### src/wakeup_consts.svh
/*
  Constants for the wake-up duty-cycle controller: register indexes, reset values,
  field codes and timing figures. Assumes a 10 MHz system clock.
*/
`ifndef WAKEUP_CONSTS_SVH
`define WAKEUP_CONSTS_SVH

`define ADR_W          8
`define DAT_W          32
`define SEL_W          4
`define IDX_W          6
`define COEF_W         8
`define PERIOD_W       22
`define IRQ_W          3

`define IDX_OP_MODE    6'h01
`define IDX_TIMING     6'h0D
`define IDX_IDLE_COEF  6'h0E
`define IDX_RX_COEF    6'h0F
`define IDX_IRQ_STATUS 6'h20
`define IDX_IRQ_MASK   6'h21
`define IDX_PHASE      6'h22

`define RST_TIMING     8'h92
`define RST_IDLE_COEF  8'hF5
`define RST_RX_COEF    8'h20
`define RST_MODE       3'h1
`define RST_IRQ        3'h0

`define RES_FAST       2'h1
`define RES_MID        2'h2
`define RES_SLOW       2'h3

`define END_STAY       2'h0
`define END_GO_MODE    2'h1
`define END_RESUME     2'h2

`define MODE_SLEEP     3'h0
`define MODE_RX        3'h4

`define IRQ_ACCEPT     0
`define IRQ_RX_EXPIRED 1
`define IRQ_STOPPED    2

`define CLK_PERIOD_NS  100
`define RES_FAST_NS    64000
`define RES_MID_NS     4100000
`define RES_SLOW_NS    262000000
`define RES_FAST_CYC   (`PERIOD_W'(`RES_FAST_NS / `CLK_PERIOD_NS))
`define RES_MID_CYC    (`PERIOD_W'(`RES_MID_NS / `CLK_PERIOD_NS))
`define RES_SLOW_CYC   (`PERIOD_W'(`RES_SLOW_NS / `CLK_PERIOD_NS))

`endif

### src/wakeup_pkg.sv
/*
  Types for the wake-up duty-cycle controller: phase states and register layouts.
  Assumes nothing beyond the constants header.
*/
package wakeup_pkg;

  typedef enum logic [2:0] {
    ST_OFF     = 3'b000,
    ST_IDLE    = 3'b001,
    ST_RX      = 3'b010,
    ST_HOLD    = 3'b011,
    ST_STOPPED = 3'b100
  } wakeup_state_t;

  typedef struct packed {
    logic [1:0] idle_tick_resolution;
    logic [1:0] receive_tick_resolution;
    logic       acceptance_criterion;
    logic [1:0] end_action;
    logic       unused;
  } timing_ctrl_t;

  typedef struct packed {
    logic       seq_off;
    logic       wakeup_enable;
    logic       wakeup_abort;
    logic [2:0] mode;
    logic [1:0] unused;
  } op_mode_t;

  typedef struct packed {
    logic rssi_above;
    logic sync_word_match;
    logic payload_complete_flag;
    logic rx_timeout;
  } radio_status_t;

endpackage : wakeup_pkg
### src/listen_duty_cycle_controller.sv
/*
  Wake-up duty-cycle controller with a classic Wishbone register slave and
  one level interrupt. Assumes radio status inputs come from logic on clk_i,
  so they are read without synchronisers.
*/
// Our own choice: register access over Wishbone.
`timescale 1ns/1ps
`include "wakeup_consts.svh"

module listen_duty_cycle_controller
  import wakeup_pkg::*;
#(
  parameter logic [`PERIOD_W-1:0] MID_TICK_CYC  = `RES_MID_CYC,
  parameter logic [`PERIOD_W-1:0] SLOW_TICK_CYC = `RES_SLOW_CYC
) (
  input  wire logic               clk_i,
  input  wire logic               rst_i,
  input  wire logic               wb_cyc_i,
  input  wire logic               wb_stb_i,
  input  wire logic               wb_we_i,
  input  wire logic [`ADR_W-1:0]  wb_adr_i,
  input  wire logic [`SEL_W-1:0]  wb_sel_i,
  input  wire logic [`DAT_W-1:0]  wb_dat_i,
  output logic      [`DAT_W-1:0]  wb_dat_o,
  output logic                    wb_ack_o,
  input  wire radio_status_t      radio_i,
  output logic      [2:0]         chip_mode_o,
  output logic                    rx_enable_o,
  output logic                    buffer_flush_o,
  output logic                    wakeup_active_o,
  output logic                    irq_o
);

  timing_ctrl_t       timing;
  logic [`COEF_W-1:0] idle_coef;
  logic [`COEF_W-1:0] rx_coef;
  logic               wakeup_enable;
  logic [2:0]         mode_sel;
  logic [`IRQ_W-1:0]  irq_status;
  logic [`IRQ_W-1:0]  irq_mask;
  logic [`IRQ_W-1:0]  irq_event;
  logic [`IRQ_W-1:0]  irq_clear;

  wakeup_state_t      state;
  wakeup_state_t      next_state;
  logic [2:0]         stop_mode;
  logic [2:0]         next_chip_mode;

  logic               bus_req;
  logic               wr_strobe;
  logic [`IDX_W-1:0]  index;
  op_mode_t           wr_opm;
  timing_ctrl_t       wr_timing;
  logic [7:0]         read_byte;
  logic               abort_req;

  logic               accept;
  logic               frame_end;
  logic               phase_load;
  logic               phase_tick;
  logic               phase_expired;
  logic [1:0]         res_sel;
  logic [`PERIOD_W-1:0] tick_period;
  logic [`COEF_W-1:0] load_coef;

  // Bus decode; registers sit in the low byte of each aligned word
  assign bus_req   = wb_cyc_i && wb_stb_i && !wb_ack_o;
  assign wr_strobe = bus_req && wb_we_i && wb_sel_i[0];
  assign index     = wb_adr_i[`ADR_W-1:2];
  assign wr_opm    = op_mode_t'(wb_dat_i[7:0]);
  assign wr_timing = timing_ctrl_t'(wb_dat_i[7:0]);

  // Abort only counts when enable is written low in the same access
  assign abort_req = wr_strobe && (index == `IDX_OP_MODE)
                     && wr_opm.wakeup_abort && !wr_opm.wakeup_enable;

  always_ff @(posedge clk_i) begin
    if (rst_i) begin
      wb_ack_o <= 1'b0;
    end else begin
      wb_ack_o <= bus_req;
    end
  end

  always_comb begin
    case (index)
      `IDX_OP_MODE: begin
        read_byte = {1'b0, wakeup_enable, 1'b0, chip_mode_o, 2'b00};
      end
      `IDX_TIMING: begin
        read_byte = {timing[7:1], 1'b0};
      end
      `IDX_IDLE_COEF: begin
        read_byte = idle_coef;
      end
      `IDX_RX_COEF: begin
        read_byte = rx_coef;
      end
      `IDX_IRQ_STATUS: begin
        read_byte = {5'h00, irq_status};
      end
      `IDX_IRQ_MASK: begin
        read_byte = {5'h00, irq_mask};
      end
      `IDX_PHASE: begin
        read_byte = {5'h00, state};
      end
      default: begin
        read_byte = 8'h00;
      end
    endcase
  end

  always_ff @(posedge clk_i) begin
    if (rst_i) begin
      wb_dat_o <= '0;
    end else if (bus_req && !wb_we_i) begin
      wb_dat_o <= {24'h000000, read_byte};
    end
  end

  // Timing control register
  always_ff @(posedge clk_i) begin
    if (rst_i) begin
      timing <= timing_ctrl_t'(`RST_TIMING);
    end else if (wr_strobe && (index == `IDX_TIMING)) begin
      timing        <= wr_timing;
      timing.unused <= 1'b0;
    end
  end

  always_ff @(posedge clk_i) begin
    if (rst_i) begin
      idle_coef <= `RST_IDLE_COEF;
    end else if (wr_strobe && (index == `IDX_IDLE_COEF)) begin
      idle_coef <= wb_dat_i[7:0];
    end
  end

  always_ff @(posedge clk_i) begin
    if (rst_i) begin
      rx_coef <= `RST_RX_COEF;
    end else if (wr_strobe && (index == `IDX_RX_COEF)) begin
      rx_coef <= wb_dat_i[7:0];
    end
  end

  // Operating-mode register; the abort bit is never stored
  always_ff @(posedge clk_i) begin
    if (rst_i) begin
      wakeup_enable <= 1'b0;
      mode_sel      <= `RST_MODE;
    end else if (wr_strobe && (index == `IDX_OP_MODE)) begin
      wakeup_enable <= wr_opm.wakeup_enable;
      mode_sel      <= wr_opm.mode;
    end
  end

  // Acceptance and end-of-frame terms
  assign accept = radio_i.rssi_above
                  && (!timing.acceptance_criterion || radio_i.sync_word_match);
  assign frame_end = radio_i.payload_complete_flag || radio_i.rx_timeout;

  // Phase sequencing
  always_comb begin
    next_state = state;
    case (state)
      ST_OFF: begin
        // Enable is trusted to arrive from standby; no check is made here
        if (wakeup_enable) begin
          next_state = ST_IDLE;
        end
      end
      ST_IDLE: begin
        if (phase_expired) begin
          next_state = ST_RX;
        end
      end
      ST_RX: begin
        if (accept) begin
          if ((timing.end_action == `END_GO_MODE)
              || (timing.end_action == `END_RESUME)) begin
            next_state = ST_HOLD;
          end else begin
            next_state = ST_STOPPED;
          end
        end else if (phase_expired) begin
          next_state = ST_IDLE;
        end
      end
      ST_HOLD: begin
        if (frame_end) begin
          if (timing.end_action == `END_RESUME) begin
            next_state = ST_IDLE;
          end else begin
            next_state = ST_STOPPED;
          end
        end
      end
      ST_STOPPED: begin
        // Stays put until software clears enable
        if (!wakeup_enable) begin
          next_state = ST_OFF;
        end
      end
      default: begin
        next_state = ST_OFF;
      end
    endcase
    if (abort_req) begin
      next_state = ST_OFF;
    end
  end

  always_ff @(posedge clk_i) begin
    if (rst_i) begin
      state <= ST_OFF;
    end else begin
      state <= next_state;
    end
  end

  // Mode held once cycling stops
  always_ff @(posedge clk_i) begin
    if (rst_i) begin
      stop_mode <= `RST_MODE;
    end else if ((next_state == ST_STOPPED) && (state == ST_RX)) begin
      stop_mode <= `MODE_RX;
    end else if ((next_state == ST_STOPPED) && (state == ST_HOLD)) begin
      stop_mode <= mode_sel;
    end
  end

  // A new phase restarts both the divider and the coefficient count
  assign phase_load = (next_state != state)
                      && ((next_state == ST_IDLE) || (next_state == ST_RX));
  assign res_sel    = (next_state == ST_RX) ? timing.receive_tick_resolution
                                            : timing.idle_tick_resolution;
  assign load_coef  = (next_state == ST_RX) ? rx_coef : idle_coef;

  // Reserved resolution 00 falls back to the finest tick
  always_comb begin
    case (res_sel)
      `RES_MID: begin
        tick_period = MID_TICK_CYC;
      end
      `RES_SLOW: begin
        tick_period = SLOW_TICK_CYC;
      end
      default: begin
        tick_period = `RES_FAST_CYC;
      end
    endcase
  end

  tick_divider u_tick (
    .clk_i     (clk_i),
    .rst_i     (rst_i),
    .restart_i (phase_load),
    .period_i  (tick_period),
    .tick_o    (phase_tick)
  );

  phase_counter u_phase (
    .clk_i     (clk_i),
    .rst_i     (rst_i),
    .load_i    (phase_load),
    .coef_i    (load_coef),
    .tick_i    (phase_tick),
    .expired_o (phase_expired)
  );

  // Chip mode seen by the radio; idle phases sleep to save power
  always_comb begin
    case (state)
      ST_IDLE: begin
        next_chip_mode = `MODE_SLEEP;
      end
      ST_RX, ST_HOLD: begin
        next_chip_mode = `MODE_RX;
      end
      ST_STOPPED: begin
        next_chip_mode = stop_mode;
      end
      default: begin
        next_chip_mode = mode_sel;
      end
    endcase
  end

  always_ff @(posedge clk_i) begin
    if (rst_i) begin
      chip_mode_o     <= `RST_MODE;
      rx_enable_o     <= 1'b0;
      wakeup_active_o <= 1'b0;
    end else begin
      chip_mode_o     <= next_chip_mode;
      rx_enable_o     <= (next_chip_mode == `MODE_RX);
      wakeup_active_o <= (state != ST_OFF);
    end
  end

  // Flush on every receive wake-up under resume, so stale data never mixes
  always_ff @(posedge clk_i) begin
    if (rst_i) begin
      buffer_flush_o <= 1'b0;
    end else begin
      buffer_flush_o <= phase_load && (next_state == ST_RX)
                        && (timing.end_action == `END_RESUME);
    end
  end

  // Interrupt events
  always_comb begin
    irq_event                  = '0;
    irq_event[`IRQ_ACCEPT]     = (state == ST_RX) && accept;
    irq_event[`IRQ_RX_EXPIRED] = (state == ST_RX) && !accept && phase_expired;
    irq_event[`IRQ_STOPPED]    = (next_state == ST_STOPPED) && (state != ST_STOPPED);
  end

  assign irq_clear = (wr_strobe && (index == `IDX_IRQ_STATUS))
                     ? wb_dat_i[`IRQ_W-1:0] : '0;

  // Set wins over a clear in the same cycle
  always_ff @(posedge clk_i) begin
    if (rst_i) begin
      irq_status <= `RST_IRQ;
    end else begin
      irq_status <= (irq_status & ~irq_clear) | irq_event;
    end
  end

  always_ff @(posedge clk_i) begin
    if (rst_i) begin
      irq_mask <= `RST_IRQ;
    end else if (wr_strobe && (index == `IDX_IRQ_MASK)) begin
      irq_mask <= wb_dat_i[`IRQ_W-1:0];
    end
  end

  always_ff @(posedge clk_i) begin
    if (rst_i) begin
      irq_o <= 1'b0;
    end else begin
      irq_o <= |(irq_status & irq_mask);
    end
  end

endmodule : listen_duty_cycle_controller

### src/phase_counter.sv
/*
  Phase counter: counts coefficient ticks after a load and pulses at expiry.
  Assumes ticks come from the tick divider restarted with the same load.
*/
`timescale 1ns/1ps
`include "wakeup_consts.svh"

module phase_counter
  import wakeup_pkg::*;
(
  input  wire logic               clk_i,
  input  wire logic               rst_i,
  input  wire logic               load_i,
  input  wire logic [`COEF_W-1:0] coef_i,
  input  wire logic               tick_i,
  output logic                    expired_o
);

  logic [`COEF_W-1:0] remaining;
  logic               armed;
  logic               last_tick;

  // A zero coefficient ends at the first tick rather than wrapping to 256
  assign last_tick = tick_i && armed && (remaining <= `COEF_W'(1));

  always_ff @(posedge clk_i) begin
    if (rst_i) begin
      remaining <= '0;
      armed     <= 1'b0;
    end else if (load_i) begin
      remaining <= coef_i;
      armed     <= 1'b1;
    end else if (last_tick) begin
      armed     <= 1'b0;
    end else if (tick_i && armed) begin
      remaining <= remaining - `COEF_W'(1);
    end
  end

  always_ff @(posedge clk_i) begin
    if (rst_i) begin
      expired_o <= 1'b0;
    end else begin
      expired_o <= last_tick && !load_i;
    end
  end

endmodule : phase_counter

### src/tick_divider.sv
/*
  Tick divider: one-cycle tick every period_i clocks, restartable.
  Assumes period_i is at least one and stays steady within a phase.
*/
`timescale 1ns/1ps
`include "wakeup_consts.svh"

module tick_divider
  import wakeup_pkg::*;
(
  input  wire logic                 clk_i,
  input  wire logic                 rst_i,
  input  wire logic                 restart_i,
  input  wire logic [`PERIOD_W-1:0] period_i,
  output logic                      tick_o
);

  logic [`PERIOD_W-1:0] count;
  logic                 wrap;

  // Compare with >= so a shorter period written mid-phase cannot run past
  assign wrap = (count >= period_i - `PERIOD_W'(1));

  always_ff @(posedge clk_i) begin
    if (rst_i || restart_i || wrap) begin
      count <= '0;
    end else begin
      count <= count + `PERIOD_W'(1);
    end
  end

  always_ff @(posedge clk_i) begin
    if (rst_i) begin
      tick_o <= 1'b0;
    end else begin
      tick_o <= wrap && !restart_i;
    end
  end

endmodule : tick_divider

### config.mk
export PLATFORM = sky130hd
export DESIGN_NAME = listen_duty_cycle_controller
export DESIGN_NICKNAME = d
export VERILOG_FILES = /design/src/wakeup_pkg.sv /design/src/listen_duty_cycle_controller.sv /design/src/phase_counter.sv /design/src/tick_divider.sv
export VERILOG_INCLUDE_DIRS = /design/src
export SDC_FILE = /design/constraint.sdc
export NUM_CORES = 1
export LEC_CHECK = 0
export BUFFER_PORTS_ARGS = -buffer_cell sky130_fd_sc_hd__buf_4
export CAP_MARGIN = 20
export CORE_MARGIN = 5
export CORE_UTILIZATION = 38
export CTS_CLUSTER_SIZE = 16
export DETAILED_ROUTE_END_ITERATION = 10
export PLACE_DENSITY_LB_ADDON = 0.3
export SETUP_SLACK_MARGIN = 0.2
export SLEW_MARGIN = 20
export SYNTH_ARGS = -nofsm -noshare
export SYNTH_HDL_FRONTEND = slang
export SYNTH_SLANG_ARGS = --single-unit
### constraint.sdc
create_clock -name clk_i -period 4.9 [get_ports clk_i]
set_input_delay 0.49 -clock clk_i [delete_from_list [all_inputs] [get_ports clk_i]]
set_output_delay 0.49 -clock clk_i [all_outputs]
set_load 0.03 [all_outputs]
* Yosys cells after proc, flatten, opt, wreduce, memory -nomap -nowiden
Index checks and enable logic that the tools add are counted. W data, S select, Z words.
Storage, ports and cells: register bits 88, output and inout port bits 40
Operators by class: add/sub/neg operators 3, order comparisons 2, equality and inequality tests 22, muxes and demuxes 23, bitwise gates (word level) 4, reduce and logical (&&, ||, !) cells 48
Operators by type and width (count):
- $pmux W8 S7 | 1
- $pmux W22 S2 | 1
- $mux W3 | 12
- $mux W8 | 4
- $logic_and A1 B1 Y1 | 27
- $add A22 B1 Y22 const B | 1
- $ge A22 B22 Y1 | 1
- $sub A22 B1 Y22 const B | 1
- $eq A6 B4 Y1 const B | 3
- $eq A6 B6 Y1 const B | 3
- $pmux W3 S5 | 1
- $eq A3 B2 Y1 const B | 3
- $eq A3 B3 Y1 const B | 3
- $pmux W3 S3 | 1
- $le A8 B1 Y1 const B | 1
- $sub A8 B1 Y8 const B | 1
- $and A3 B3 Y3 | 2
- $eq A2 B2 Y1 const B | 3
- $eq A3 B1 Y1 const B | 2
- $eq A6 B1 Y1 const B | 1
- $logic_not A1 Y1 | 6
- $logic_or A1 B1 Y1 | 6
- $reduce_bool A2 Y1 | 3
- $reduce_or A2 Y1 | 2
- 12 further kinds | 13

* Depth between registers and ports, before layout
depth after elaboration 15, mapped depth 17, depth with buffers taken out 15

* Modules after synthesis
From an unflattened synthesis, not the netlist that was laid out.
Unflattened totals: cells, all modules 614, area total of the unflattened synthesis 5355.1 um2
By module, submodules not included:
- listen_duty_cycle_controller | times used 1, cells each 328, area each 2930.3 um2, seq. area each 1101.1 um2
- tick_divider | times used 1, cells each 219, area each 1823.0 um2, seq. area each 460.4 um2
- phase_counter | times used 1, cells each 67, area each 601.8 um2, seq. area each 200.2 um2

* Least setup slack after synthesis
OpenSTA, ideal clock, no wires.
path type reg-to-reg, start reg timing[1] (netlist name), end reg u_tick.count[10], data arrival time 3.592 ns, path slack 1.216 ns, cell stages (with the launch flop) 18, path buffers 2, period minus slack after synthesis 3.684 ns, cell sequence dfxtp_1 -> inv_1 -> ha_1 -> nand2_1 -> o21ai_2 -> o221ai_2 -> nor4_4 -> buf_6 -> nand3b_1 -> o21ai_0 -> ha_1 -> a311o_1 -> a21oi_1 -> nor3_1 -> o31ai_1 -> nand3b_1 -> clkbuf_1 -> nor4_1
On the way: word-level cells in the longest chain between the ends 13, elaborated cells between the ends (all ways) 22
RTL lines:
- start, declared | RTL line listen_duty_cycle_controller.sv:34 | timing_ctrl_t timing;
- start signal, assigned | RTL line listen_duty_cycle_controller.sv:125 | timing <= timing_ctrl_t'(`RST_TIMING);
- start signal, assigned | RTL line listen_duty_cycle_controller.sv:127 | timing <= wr_timing;
- $eq A2 B1 Y1 (no source line) / $eq A2 B2 Y1 (equally long branches)
- $logic_or A1 B1 Y1 | RTL line listen_duty_cycle_controller.sv:181 | if ((timing.end_action == `END_GO_MODE)
- $mux W3 | RTL line listen_duty_cycle_controller.sv:181
- $mux W3 | RTL line listen_duty_cycle_controller.sv:180 | if (accept) begin
- $pmux W3 S5 (*) | RTL line listen_duty_cycle_controller.sv:167 | case (state)
- $mux W3 (*) | RTL line listen_duty_cycle_controller.sv:210 | if (abort_req) begin
- $eq A3 B2 Y1 | RTL line listen_duty_cycle_controller.sv:236, listen_duty_cycle_controller.sv:237
- $mux W2 | RTL line listen_duty_cycle_controller.sv:237 | assign res_sel = (next_state == ST_RX) ? timing.receive_tick_resolution
- $eq A2 B2 Y1 | RTL line listen_duty_cycle_controller.sv:243 | case (res_sel)
- $pmux W22 S2 | RTL line listen_duty_cycle_controller.sv:243
- $sub A22 B1 Y22 | RTL line tick_divider.sv:22 | assign wrap = (count >= period_i - `PERIOD_W'(1));
- $ge A22 B22 Y1 | RTL line tick_divider.sv:22
- $logic_or A1 B1 Y1 (*) | RTL line tick_divider.sv:25 | if (rst_i || restart_i || wrap) begin
- end signal, assigned | RTL line tick_divider.sv:28 | count <= count + `PERIOD_W'(1);
- end, declared | RTL line tick_divider.sv:18 | logic [`PERIOD_W-1:0] count;
Mark *: on every way between the ends. The rest lies on a longest branch, timed or not. A chain may end at the register's enable or synchronous reset.

* Final worst setup path
start reg state[1], end reg u_tick.count[1]
On the way: word-level cells in the longest chain between the ends 11, elaborated cells between the ends (all ways) 26
RTL lines:
- start, declared | RTL line listen_duty_cycle_controller.sv:44 | wakeup_state_t state;
- start signal, assigned | RTL line listen_duty_cycle_controller.sv:219 | state <= next_state;
- $mux W3 | RTL line listen_duty_cycle_controller.sv:187 | end else if (phase_expired) begin
- $mux W3 | RTL line listen_duty_cycle_controller.sv:180
- $pmux W3 S5 | RTL line listen_duty_cycle_controller.sv:167
- $mux W3 | RTL line listen_duty_cycle_controller.sv:210
- $eq A3 B2 Y1 | RTL line listen_duty_cycle_controller.sv:236, listen_duty_cycle_controller.sv:237
- $mux W2 | RTL line listen_duty_cycle_controller.sv:237
- $eq A2 B2 Y1 | RTL line listen_duty_cycle_controller.sv:243
- $pmux W22 S2 | RTL line listen_duty_cycle_controller.sv:243
- $sub A22 B1 Y22 | RTL line tick_divider.sv:22
- $ge A22 B22 Y1 | RTL line tick_divider.sv:22
- $logic_or A1 B1 Y1 (*) | RTL line tick_divider.sv:25
Marks and branches as above.

==> results_dict.tcl <==
set metrics [dict create \
    status "finished clean" \
    post-dp-hpwl_mm 8.51 \
    arrival_ns 4.43 \
    nets 658 \
    grt_max_degree 84 \
    fin_skew_ns 0.0118 \
    root_buffer "clkbuf_16" \
    crit_required_ns 5.14 \
    post_cts_resized 0 \
    cp.depth 14 \
    port_buffers 39 \
    ant_nets 0 \
    num_antenna_cells 0 \
    synthFlopType "dfxtp_1" \
    peakVddDrop_uv 152 \
    cts_buffer_depth 2 \
    utilization 0.438 \
    synthTopCellsByCount "88 x dfxtp_1, 51 x nor2_1, 39 x mux2i_1" \
    yosysMostFrequentCell "dfxtp_1" \
    drtIter0Drc 250 \
    final.setup.tns_ns 0 \
    critPathLaunch "state[1]$_SDFF_PP0_" \
    die-area_sq_um 15200 \
    die_h_um 123 \
    drive_above_1_share 0.141 \
    rsz0062_at_grt "false" \
    path_buf_inv 1 \
    netlist.area_leader.share 0.361 \
    routed_wl_mm 11.6 \
    p_leak_nw 2.03 \
    hold_viol 0 \
    finalCritPeriodShare 0.854 \
    cpMaxStageDelayCell "nor4_4" \
    grt_pass1_wl_mm 18.6 \
    worstSetupEndpoint "u_tick.count[1]$_SDFF_PP0_" \
    die_w_um 123 \
    synth_edf_count 0 \
    wire_per_inst_um 15.3 \
    post_cts_buffers 0 \
    p_per_area_nw_per_um2 275 \
    r2r_start "state[1]$_SDFF_PP0_" \
    final.setup.worst_slack_ns 0.713 \
    htreeDepth 3 \
    r2r_end "u_tick.count[1]$_SDFF_PP0_" \
    synth_cell_types 68 \
    cts_tree "yes" \
    reg2regPathDepth 14 \
    max_slew_margin 0.316 \
    antenna_found_initial 0 \
    min_path_cells 2 \
    first_global_vias 3800 \
    synth_seq_cells 88 \
    fmax_mhz 239 \
    rrSetupSlack_ns 0.71 \
    drc 0 \
    cp_cell_sequence "nor3b_4, o21ai_2, o32a_4, nor4_4, nand3b_1, o21ai_0, ha_1, a311o_1, a21oi_1, nor3_1, o31ai_1, nand3b_1, buf_4, nor4b_1" \
    critPathMaxStageDelay_ns 0.57 \
    worst_skew_pair.late_latency_ns 0.34 \
    hold_path.class "in -> reg" \
    crit_family "simple AND/OR/NAND/NOR gates" \
    numClockSinks 88 \
    gp_congestion 0.844 \
    syn2layout_area_growth_pct 13.4 \
    dr_total_vias 4056 \
    core_area_sq_um 12600 \
    grtUsageTotal 0.155 \
    syn_area_per_cell_sq_um 8.89 \
    slew_viol_final 0 \
    start_util 0.387 \
    grt-ovfl-total 0 \
    synth_top_area_cell "dfxtp_1" \
    critPathLaunchType "flip-flop" \
    tightest_slew_ns 1.02 \
    numCtsBuffers 9 \
    hold_buffers 0 \
    pin_count 93 \
    seq_area_frac_synth 0.361 \
    postSynthCellCount 549 \
    worstPathMaxFanout 19 \
    drv_cap 0 \
    period_minus_slack_ns 4.19 \
    clkTransAtPathRegs_ns 0.07 \
    drt_first_pass_iters 5 \
    place_ws_ns 0.688 \
    hold_ws_ns 0.405 \
    setup_violations 0 \
    yosys_warnings 0 \
    critPathCaptureType "flip-flop" \
    worstSetupPathType "reg -> reg" \
    core.rowCount 41 \
    cp_common_cell "nand3b_1" \
    vias_per_cell 5.34 \
    synthArstFlopShare 0 \
    synth.area.top_cells "dfxtp_1 36%, mux2i_1 8.0%, ha_1 5.6%" \
    netlist_area_sq_um 4880 \
]
==> report_power, final <==
part	switching, mW	leakage [nW]	internal, mW	total (mW)
combinational	0.0701	1.17	0.0273	0.0975
sequential	0.00365	0.710	0.719	0.723
clock	0.301	0.146	0.400	0.701
total	0.375	2.03	1.15	1.52
==> registers in the layout, indices dropped and copies added, names as in the netlist, 3 cells and up <==
| name | count |
|---|---|
| irq_mask | 3 |
| stop_mode | 3 |
| u_tick.count | 22 |
| state | 3 |
| chip_mode_o | 3 |
| rx_coef | 8 |
| mode_sel | 3 |
| irq_status | 3 |
| idle_coef | 8 |
| u_phase.remaining | 8 |
| wb_dat_o | 8 |
| timing | 7 |
==> worst reg2reg max path, stage by stage (launching register included) <==
cell and delay, ns:
dfxtp_1 0.55, nor3b_4 0.31, o21ai_2 0.11, o32a_4 0.23, nor4_4 0.57, nand3b_1 0.16, o21ai_0 0.22, ha_1 0.32
a311o_1 0.35, a21oi_1 0.15, nor3_1 0.07, o31ai_1 0.29, nand3b_1 0.23, buf_4 0.27, nor4b_1 0.26
==> kinds of logic (layout without fill, tap and decap cells) <==
family,after synthesis,after routing,share of synthesized area
mux,39,39,0.0800
xor+xnor,27,27,0.0485
buf+inv,59,72,0.0698
fa+ha+maj,22,22,0.0564
other cells,2,28,0.00154
flops,88,88,0.361
simple gates,212,212,0.235
compound gates,100,100,0.148
==> through the flow <==
step | instances | power (mW) | instance area, sq um
after global placement | 744 | 0.834 | 5230
after detailed placement | 744 | 0.836 | 5230
after floorplan | 575 | 0.817 | 4980
after global routing | 760 | 1.57 | 5530
after CTS | 760 | 1.53 | 5530
final | 760 | 1.52 | 5530
==> cells in the final DEF, fill, tap and decap left out, types with 7 or more instances in the layout <==
master,synthesis,final
a211o_1,7,7
a21oi_1,27,27
a31o_2,8,8
buf_4,26,45
clkbuf_16,0,9
conb_1,2,28
dfxtp_1,88,88
ha_1,22,22
inv_1,11,11
mux2i_1,39,39
nand2_1,38,38
nand2b_1,7,7
nand3_1,21,21
nor2_1,51,51
nor2b_1,19,19
nor3_1,13,13
nor4_1,26,26
o21ai_0,14,14
xnor2_1,15,15
xor2_1,12,12
==> area by class of cell <==
cell class | instances | area [sq um]
Clock buffer | 9 | 225
Clock inverter | 7 | 77.6
Fill cell | 1247 | 7090
Inverter | 11 | 41.3
Multi-Input combinational cell | 428 | 2870
Sequential cell | 88 | 1760
Tap cell | 172 | 215
Timing Repair Buffer | 45 | 338
==> per-layer routing <==
layer  vias to the layer above  share of wire  global-route usage  wire, um
li1                       2017              -                   -         -
met1                      1926           0.48               0.214      5540
met2                        98           0.47               0.246      5420
met3                        15          0.043              0.0274       503
met4                         0          0.015              0.0464       177
met5                         -              0                   0         0
==> how the worst min path moves through the flow <==
stage | startpoint | end
finish | wb_dat_i[6] | idle_coef[6]$_SDFFE_PP1P_
global route | wb_dat_i[5] | rx_coef[5]$_SDFFE_PP1P_
CTS | wb_dat_i[6] | idle_coef[6]$_SDFFE_PP1P_
detailed placement | wb_dat_o[7]$_SDFFE_PP0P_ | wb_dat_o[7]$_SDFFE_PP0P_
global placement | wb_dat_o[5]$_SDFFE_PP0P_ | wb_dat_o[5]$_SDFFE_PP0P_
floorplan | u_phase.armed$_SDFFE_PP0P_ | u_phase.expired_o$_SDFF_PP0_
No activity file was read; power rests on OpenSTA's default activity.
